[config.mk]
export PLATFORM = sky130hd
export DESIGN_NAME = pcs_core
export DESIGN_NICKNAME = d
export VERILOG_FILES = /design/src/rtl/pcs_pkg.sv /design/src/rtl/pcs_core.sv
export SDC_FILE = /design/constraint.sdc
export NUM_CORES = 1
export LEC_CHECK = 0
export BUFFER_PORTS_ARGS = -buffer_cell sky130_fd_sc_hd__buf_4
export CAP_MARGIN = 10
export CORE_ASPECT_RATIO = 0.7
export CORE_MARGIN = 4
export CORE_UTILIZATION = 45
export CTS_CLUSTER_SIZE = 16
export DETAILED_ROUTE_END_ITERATION = 10
export PLACE_DENSITY_LB_ADDON = 0.12
export SLEW_MARGIN = 20
export SYNTH_ARGS = -nofsm -noshare
export SYNTH_HDL_FRONTEND = slang
export SYNTH_SLANG_ARGS = --single-unit
[constraint.sdc]
create_clock -name core_clk -period 3.92 [get_ports core_clk]
set_input_delay 0.784 -clock core_clk [delete_from_list [all_inputs] [get_ports core_clk]]
set_output_delay 0.784 -clock core_clk [all_outputs]
set_load 0.01 [all_outputs]
[src/rtl/pcs_pkg.sv]
// Package for the program-flow, return-stack and indirect-addressing block.
// Assumes a single core clock shared by the block, the decoder and data memory.
package pcs_pkg;

    // Program counter and stack geometry.
    localparam int PC_W = 13;
    localparam int LATCH_W = 5;
    localparam int JADDR_W = 11;
    localparam int STACK_DEPTH = 8;
    localparam int SP_W = 3;
    localparam int BYTE_W = 8;
    localparam int EA_W = 9;

    // Field positions.
    localparam int LATCH_TOP_LSB = 3;
    localparam int BANK_BIT_POS = 7;
    localparam int WIN_SEL_W = 7;

    // Register indices; the byte address is four times the index.
    localparam logic [6:0] IDX_INDIRECT_WINDOW = 7'h00;
    localparam logic [6:0] IDX_PC_LOW_BYTE = 7'h02;
    localparam logic [6:0] IDX_BANK_CTRL = 7'h03;
    localparam logic [6:0] IDX_FILE_POINTER = 7'h04;
    localparam logic [6:0] IDX_PC_HIGH_LATCH = 7'h0a;
    localparam int ADDR_LSB = 2;
    localparam int AXI_AW = 9;

    // Reset values.
    localparam logic [PC_W-1:0] PC_RESET = 13'h0000;
    localparam logic [LATCH_W-1:0] LATCH_RESET = 5'h00;
    localparam logic [BYTE_W-1:0] FP_RESET = 8'h00;
    localparam logic [SP_W-1:0] SP_RESET = 3'h0;

    // The bank bit is kept for software but never reaches the address.
    localparam logic BANK_BIT_USED = 1'b0;

    // Window read of itself and unmapped reads.
    localparam logic [BYTE_W-1:0] WINDOW_SELF_DATA = 8'h00;
    localparam logic [1:0] RESP_OKAY = 2'b00;
    localparam logic [1:0] RESP_SLVERR = 2'b10;

    // One program-flow command from the decoder and interrupt logic.
    typedef struct packed {
        logic inc;
        logic jump;
        logic call;
        logic vector;
        logic pop;
        logic [JADDR_W-1:0] jaddr;
    } pcs_flow_t;

    // Data memory request for indirect accesses.
    typedef struct packed {
        logic re;
        logic we;
        logic [EA_W-1:0] addr;
        logic [BYTE_W-1:0] wdata;
    } pcs_dmem_t;

    // Whole state of the block.
    typedef struct packed {
        logic [PC_W-1:0] pc;
        logic [LATCH_W-1:0] latch;
        logic [BYTE_W-1:0] fp;
        logic bank;
        logic [SP_W-1:0] sp;
        logic [STACK_DEPTH-1:0][PC_W-1:0] stack;
        logic aw_got;
        logic w_got;
        logic [AXI_AW-1:0] awaddr;
        logic [BYTE_W-1:0] wdata;
        logic wstrb0;
        logic bvalid;
        logic [1:0] bresp;
        logic rvalid;
        logic rd_pend;
        logic [31:0] rdata;
        logic [1:0] rresp;
        pcs_dmem_t dm;
    } pcs_state_t;

endpackage : pcs_pkg

[src/rtl/pcs_core.sv]
// Program counter, eight-entry circular return stack and indirect window.
// Assumes decoder, interrupt logic and data memory all run on core_clk.
// Software registers are reached over AXI4-Lite; data memory reads are
// combinational, valid in the cycle dmem_req.re is high.
//
// Overview of operation
// - Program counter is thirteen bits, bits 12 down to 0.
// - Low program counter byte is a readable and writable register.
// - Upper counter bits are hidden from software, supplied by the latch.
// - Any reset clears the whole program counter.
// - Writing the low byte loads upper bits from latch bits 4 to 0.
// - Call or goto takes the top two counter bits from latch bits 4:3.
// - Return stack is eight entries of thirteen bits.
// - Stack and its pointer are invisible to software.
// - Calls and interrupt vectoring push the program counter.
// - Return, return with literal and interrupt return pop the stack.
// - Pushes and pops leave the high latch unchanged.
// - Stack is circular; the ninth push overwrites the first entry.
// - No overflow or underflow indication exists.
// - The window has no storage; it accesses the location the pointer names.
// - Window reading itself returns 00h.
// - Window writing itself stores nothing.
// - Effective address is a constant zero bit above the eight-bit pointer.
// - The bank bit has no effect on indirect addressing.
module pcs_core
    import pcs_pkg::*;
#(
    parameter logic [PC_W-1:0] INT_VECTOR = 13'h0004
) (
    // Clock, reset and enable.
    input wire logic core_clk,
    input wire logic rst_n,
    input wire logic ce,
    // Program-flow commands from decoder and interrupt logic.
    input wire pcs_flow_t flow,
    output logic [PC_W-1:0] pc_out,
    // Indirect data memory port.
    output pcs_dmem_t dmem_req,
    input wire logic [BYTE_W-1:0] dmem_rdata,
    output logic [EA_W-1:0] ind_eff_addr,
    // AXI4-Lite write address and data.
    input wire logic s_axi_awvalid,
    output logic s_axi_awready,
    input wire logic [AXI_AW-1:0] s_axi_awaddr,
    input wire logic [2:0] s_axi_awprot,
    input wire logic s_axi_wvalid,
    output logic s_axi_wready,
    input wire logic [31:0] s_axi_wdata,
    input wire logic [3:0] s_axi_wstrb,
    // AXI4-Lite write response.
    output logic s_axi_bvalid,
    input wire logic s_axi_bready,
    output logic [1:0] s_axi_bresp,
    // AXI4-Lite read.
    input wire logic s_axi_arvalid,
    output logic s_axi_arready,
    input wire logic [AXI_AW-1:0] s_axi_araddr,
    input wire logic [2:0] s_axi_arprot,
    output logic s_axi_rvalid,
    input wire logic s_axi_rready,
    output logic [31:0] s_axi_rdata,
    output logic [1:0] s_axi_rresp
);

    pcs_state_t s_q;
    pcs_state_t s_d;

    // Register index of a byte address; misaligned offsets fall to no register.
    function automatic logic [6:0] reg_index(input logic [AXI_AW-1:0] a);
        reg_index = (a[ADDR_LSB-1:0] == '0) ? a[AXI_AW-1:ADDR_LSB] : '1;
    endfunction : reg_index

    function automatic logic is_mapped(input logic [6:0] idx);
        is_mapped = (idx == IDX_INDIRECT_WINDOW) || (idx == IDX_PC_LOW_BYTE) ||
                    (idx == IDX_BANK_CTRL) || (idx == IDX_FILE_POINTER) ||
                    (idx == IDX_PC_HIGH_LATCH);
    endfunction : is_mapped

    // The window names itself whenever the pointer's bank offset is zero.
    function automatic logic is_window_self(input logic [BYTE_W-1:0] fp);
        is_window_self = (fp[WIN_SEL_W-1:0] == IDX_INDIRECT_WINDOW);
    endfunction : is_window_self

    function automatic logic [EA_W-1:0] eff_addr(input logic bank,
                                                 input logic [BYTE_W-1:0] fp);
        eff_addr = {bank & BANK_BIT_USED, fp};
    endfunction : eff_addr

    logic wr_go;
    logic [6:0] wr_idx;
    logic [6:0] rd_idx;
    logic ar_hs;
    logic [SP_W-1:0] sp_prev;
    logic pcl_sw_write;
    logic [BYTE_W-1:0] rd_byte;

    // Handshake outputs; ready stays low while the block is frozen.
    assign s_axi_awready = ce && !s_q.aw_got && !s_q.bvalid;
    assign s_axi_wready = ce && !s_q.w_got && !s_q.bvalid;
    assign s_axi_arready = ce && !s_q.rvalid && !s_q.rd_pend;
    assign s_axi_bvalid = s_q.bvalid;
    assign s_axi_bresp = s_q.bresp;
    assign s_axi_rvalid = s_q.rvalid;
    assign s_axi_rdata = s_q.rdata;
    assign s_axi_rresp = s_q.rresp;

    assign pc_out = s_q.pc;
    assign dmem_req = s_q.dm;
    assign ind_eff_addr = eff_addr(s_q.bank, s_q.fp);

    assign wr_go = s_q.aw_got && s_q.w_got && !s_q.bvalid;
    assign wr_idx = reg_index(s_q.awaddr);
    assign rd_idx = reg_index(s_axi_araddr);
    assign ar_hs = s_axi_arvalid && s_axi_arready;
    assign sp_prev = s_q.sp - SP_W'(1);
    assign pcl_sw_write = wr_go && s_q.wstrb0 && (wr_idx == IDX_PC_LOW_BYTE);

    // Read data of the plain registers; the window is handled apart.
    always_comb begin
        rd_byte = '0;
        case (rd_idx)
            IDX_PC_LOW_BYTE: rd_byte = s_q.pc[BYTE_W-1:0];
            IDX_PC_HIGH_LATCH: rd_byte = BYTE_W'(s_q.latch);
            IDX_FILE_POINTER: rd_byte = s_q.fp;
            IDX_BANK_CTRL: rd_byte = BYTE_W'({s_q.bank, 7'h00});
            IDX_INDIRECT_WINDOW: rd_byte = WINDOW_SELF_DATA;
            default: rd_byte = '0;
        endcase
    end

    always_comb begin
        s_d = s_q;
        s_d.dm.re = 1'b0;
        s_d.dm.we = 1'b0;

        // Program flow; interrupt vectoring has the highest priority.
        // latch untouched.
        if (flow.vector) begin
            s_d.stack[s_q.sp] = s_q.pc;
            s_d.sp = s_q.sp + SP_W'(1);
            s_d.pc = INT_VECTOR;
        end else if (flow.call || flow.jump) begin
            if (flow.call) begin
                s_d.stack[s_q.sp] = s_q.pc;
                s_d.sp = s_q.sp + SP_W'(1);
            end
            s_d.pc = {s_q.latch[LATCH_W-1:LATCH_TOP_LSB], flow.jaddr};
        end else if (flow.pop) begin
            s_d.pc = s_q.stack[sp_prev];
            s_d.sp = sp_prev;
        end else if (pcl_sw_write) begin
            s_d.pc = {s_q.latch, s_q.wdata};
        end else if (flow.inc) begin
            s_d.pc = s_q.pc + PC_W'(1);
        end

        // Write address and data are taken in either order.
        if (s_axi_awvalid && s_axi_awready) begin
            s_d.aw_got = 1'b1;
            s_d.awaddr = s_axi_awaddr;
        end
        if (s_axi_wvalid && s_axi_wready) begin
            s_d.w_got = 1'b1;
            s_d.wdata = s_axi_wdata[BYTE_W-1:0];
            s_d.wstrb0 = s_axi_wstrb[0];
        end

        // Write execution once both halves are present.
        if (wr_go) begin
            s_d.aw_got = 1'b0;
            s_d.w_got = 1'b0;
            s_d.bvalid = 1'b1;
            s_d.bresp = is_mapped(wr_idx) ? RESP_OKAY : RESP_SLVERR;
            if (s_q.wstrb0) begin
                case (wr_idx)
                    IDX_PC_HIGH_LATCH: s_d.latch = s_q.wdata[LATCH_W-1:0];
                    IDX_FILE_POINTER: s_d.fp = s_q.wdata;
                    IDX_BANK_CTRL: s_d.bank = s_q.wdata[BANK_BIT_POS];
                    IDX_INDIRECT_WINDOW: begin
                        if (!is_window_self(s_q.fp)) begin
                            s_d.dm.we = 1'b1;
                            s_d.dm.addr = eff_addr(s_q.bank, s_q.fp);
                            s_d.dm.wdata = s_q.wdata;
                        end
                    end
                    default: begin
                    end
                endcase
            end
        end
        if (s_q.bvalid && s_axi_bready) begin
            s_d.bvalid = 1'b0;
        end

        // Read path; a window read of memory takes one extra cycle.
        if (ar_hs) begin
            s_d.rresp = is_mapped(rd_idx) ? RESP_OKAY : RESP_SLVERR;
            s_d.rdata = 32'(rd_byte);
            if (rd_idx == IDX_INDIRECT_WINDOW && !is_window_self(s_q.fp)) begin
                s_d.rd_pend = 1'b1;
                s_d.dm.re = 1'b1;
                s_d.dm.addr = eff_addr(s_q.bank, s_q.fp);
            end else begin
                s_d.rvalid = 1'b1;
            end
        end
        if (s_q.rd_pend) begin
            s_d.rd_pend = 1'b0;
            s_d.rvalid = 1'b1;
            s_d.rdata = 32'(dmem_rdata);
        end
        if (s_q.rvalid && s_axi_rready) begin
            s_d.rvalid = 1'b0;
        end
    end

    // Stack wrap is silent: there is deliberately no overflow flag, which
    // lets software treat the stack as a ring at the cost of no error trap.
    // no overflow flag.
    always_ff @(posedge core_clk) begin
        if (!rst_n) begin
            s_q <= '0;
            s_q.pc <= PC_RESET;
            s_q.latch <= LATCH_RESET;
            s_q.fp <= FP_RESET;
            s_q.sp <= SP_RESET;
            s_q.bresp <= RESP_OKAY;
            s_q.rresp <= RESP_OKAY;
        end else if (ce) begin
            s_q <= s_d;
        end
    end

endmodule : pcs_core

==> results.yml <==
floorplan:
  ioPinCount: 174
  dieHeight_um: 129
  initial_utilization_pct: 45.7
  die-area_um2: 23500
  coreArea_um2: 20800
  rows: 44
  die_x_um: 182
worst_hold_path:
  min_from: "s_q[74]"
  whs_path_depth: 2
  holdCritPathClass: "flop to flop"
  hold_end: "s_q[74]"
final_layout:
  syn2layout_area_growth_pct: 13.0
  drive_above_1_share_pct: 20.3
  finalNetCount: 1108
  diodes: 0
route:
  wl_per_cell_um: 19.4
  first_pass_iters: 4
  drc: 0
  wl_um: 25300
  vias_per_cell: 5.40
  via_count: 7018
  antenna_left: 0
  dr.first_iter.drc_count: 499
power:
  peakVddDrop_uv: 307
  power_frac_seq_pct: 46.9
  pwr-share-comb_pct: 11.4
  clkPwrFrac_pct: 41.7
  p_sw_share_pct: 25.5
  power_density_nw_per_um2: 390
  power.leakage_uw: 0.00399
  intPower_uw: 3110
  p_sw_uw: 1060
synthesis:
  yosys.area.top_type: "dfxtp_1"
  synth_edf_count: 0
  synth.top_cell.area_share_pct: 39.2
  synth-seq-cells: 186
  synth_cell_types: 65
  ys.flop_type: "dfxtp_1"
  synthArstFlopShare_pct: 0
  ys_top_cells_by_area: "dfxtp_1 39%, mux2i_1 14%, nor2b_1 8.6%"
  yosys_warnings: 0
  synthCells: 974
  seq_area_frac_synth_pct: 39.2
  avgSynthCellArea_um2: 9.74
  synthesis.area_um2: 9490
worst_setup_path:
  crit_path_start_kind: "flop"
  r2r-end: "pc_out[11]"
  crit_type: "flop to flop"
  cp.required_ns: 4.29
  reg2reg_depth: 5
  end_kind: "flop"
  crit_arrival_ns: 3.23
  reg2reg_from: "s_q[67]"
  crit_fanout: 15
  reg2reg_slack_ns: 1.06
global_route:
  antenna_found_initial: 0
  grt_pass1_wl_um: 39300
  first_global_vias: 6633
  grt_overflow_total: 0
  grt_max_degree: 103
  grt_usage_pct: 21.4
placed_design:
  dp_slack_ns: 0.812
  place_congestion: 0.842
  place.port_buffers: 113
  dpl.hpwl_um: 17300
clock_tree:
  clk_pin_slew_worst_paths_ns: 0.06
  cts_max_path_buffers: 2
  cts_hold_buf: 0
  cts_root_buffer: "clkbuf_16"
  clock_latency_ns: 0.44
  numCtsBuffers: 17
  cts.sinks: 186
  h-tree-depth: 4
  cts_resized: 0
  cts_tree: "done"
  postCtsSetupRepairBufs: 0
timing:
  max_freq_ghz: 0.349
  relSlewSlack_pct: 35.7
  drv_slew: 0
  skew_ns: 0.00977
  worst_pin_slew_ns: 0.963
  rsz0062_at_grt: "no"
  tns_ns: 0
  period_needed_ns: 2.86
  final_hold_viol_count: 0
  setup_slack_ns: 1.06
  fin_crit_sh_pct: 73.0
  setup_viol: 0
run_status:
  run_status: "finished, final reports clean"
job:
  maxCapViolations: 0
-- state kept, by name, summed over array words and instances (netlist names) --
signal,cells
s_axi_bvalid,1
pc_out,13
ind_eff_addr,8
s_q,134
s_axi_rresp,1
s_axi_bresp,1
dmem_req,19
s_axi_rvalid,1
s_axi_rdata,8
-- cell type report --
type | count | area (um2)
sequential | 186 | 3720
fill | 1913 | 10000
timing repair buffer | 141 | 1060
clock buffer | 21 | 470
inverter | 6 | 22.5
clock inverter | 9 | 116
tap | 276 | 345
multi-input combinational | 661 | 4990
-- stage by stage --
step | instances | cell area (um2) | hold WS, ns | utilization, % | power (uW)
after floorplan | 1000 | 9590 | 0.431 | - | 2320
after global placement | 1270 | 10100 | 0.457 | 48.8 | 2480
after detailed placement | 1270 | 10100 | 0.467 | 48.8 | 2480
after CTS | 1300 | 10700 | 0.479 | 51.7 | 4210
after global routing | 1300 | 10700 | 0.502 | 51.7 | 4340
final | 1300 | 10700 | 0.474 | 51.7 | 4180
-- cells in the final DEF (no fill, tap or decap), types with 12 or more instances in the layout --
cell	n
dfxtp_1	186
buf_4	141
mux2i_1	133
nor2b_1	130
nand2_1	64
nor2_1	28
conb_1	27
a21boi_0	25
mux4_2	25
o21ai_0	22
clkbuf_16	17
nor3_1	14
a22o_1	14
nand2b_1	13
nand3_1	13
a21oi_1	13
o21a_1	12
-- layer usage --
layer	global-route usage [%]	up-vias	routed length (um)
met5	0	-	0
met4	6.00	0	379
met1	34.4	3340	13500
met2	27.5	232	9660
li1	-	3417	-
met3	5.44	29	1750
-- worst max path at each step --
stage                    start      endpoint  slack [ns]  depth (start not counted)
2_1_floorplan         s_q[182]     pc_out[1]        0.99                          9
3_3_place_gp   s_axi_araddr[1]  dmem_req[13]        0.88                          6
3_5_place_dp   s_axi_araddr[1]  dmem_req[14]        0.81                          6
4_1_cts                s_q[67]    pc_out[11]        1.05                          5
5_1_grt                s_q[67]    pc_out[11]        0.95                          5
6_report               s_q[67]    pc_out[11]        1.06                          5
-- kinds of logic after synthesis --
| group | share of synthesized area [%] |
|---|---|
| simple gates | 18.5 |
| flops | 39.2 |
| mux | 20.0 |
| buf+inv | 9.28 |
| compound gates | 12.0 |
| xor+xnor | 0.554 |
| fa+ha+maj | 0.396 |
| other cells | 0.0395 |
-- critical path: stages (launching register included) --
cell and delay [ns]:
dfxtp_1 0.33, or4_1 0.67, or4_4 0.68, a211oi_2 0.74, o21a_1 0.22, a32o_1 0.16
-- power groups by stage --
stage | Clock (uW) | Sequential, uW | Combinational (uW)
detailed placement | 0 | 2000 | 474
global route | 1860 | 1960 | 516
global placement | 0 | 2000 | 473
CTS | 1780 | 1960 | 476
floorplan | 0 | 1980 | 340
finish | 1740 | 1960 | 476
-- cells in the mapped netlist (all sizes together) (3+ instances only) --
cell	number
o31a	4
o21ai	25
a22oi	7
nor3	15
a32oi	5
a32o	5
mux4	25
nand2b	13
dfxtp	186
o211ai	5
clkbuf	57
o21a	12
nor2	28
nand4	4
nor3b	4
buf	90
a22o	14
a2111oi	3
inv	5
or2	3
o2bb2ai	7
a221oi	5
a31oi	5
and2	11
a21boi	25
nand4b	3
nor4	7
mux2i	133
a21oi	13
or3	6
ha	3
nor2b	130
nand2	64
nand3	13
xnor2	4
and3	3
or4	5
Note: power is estimated with default switching activity, not from simulation.
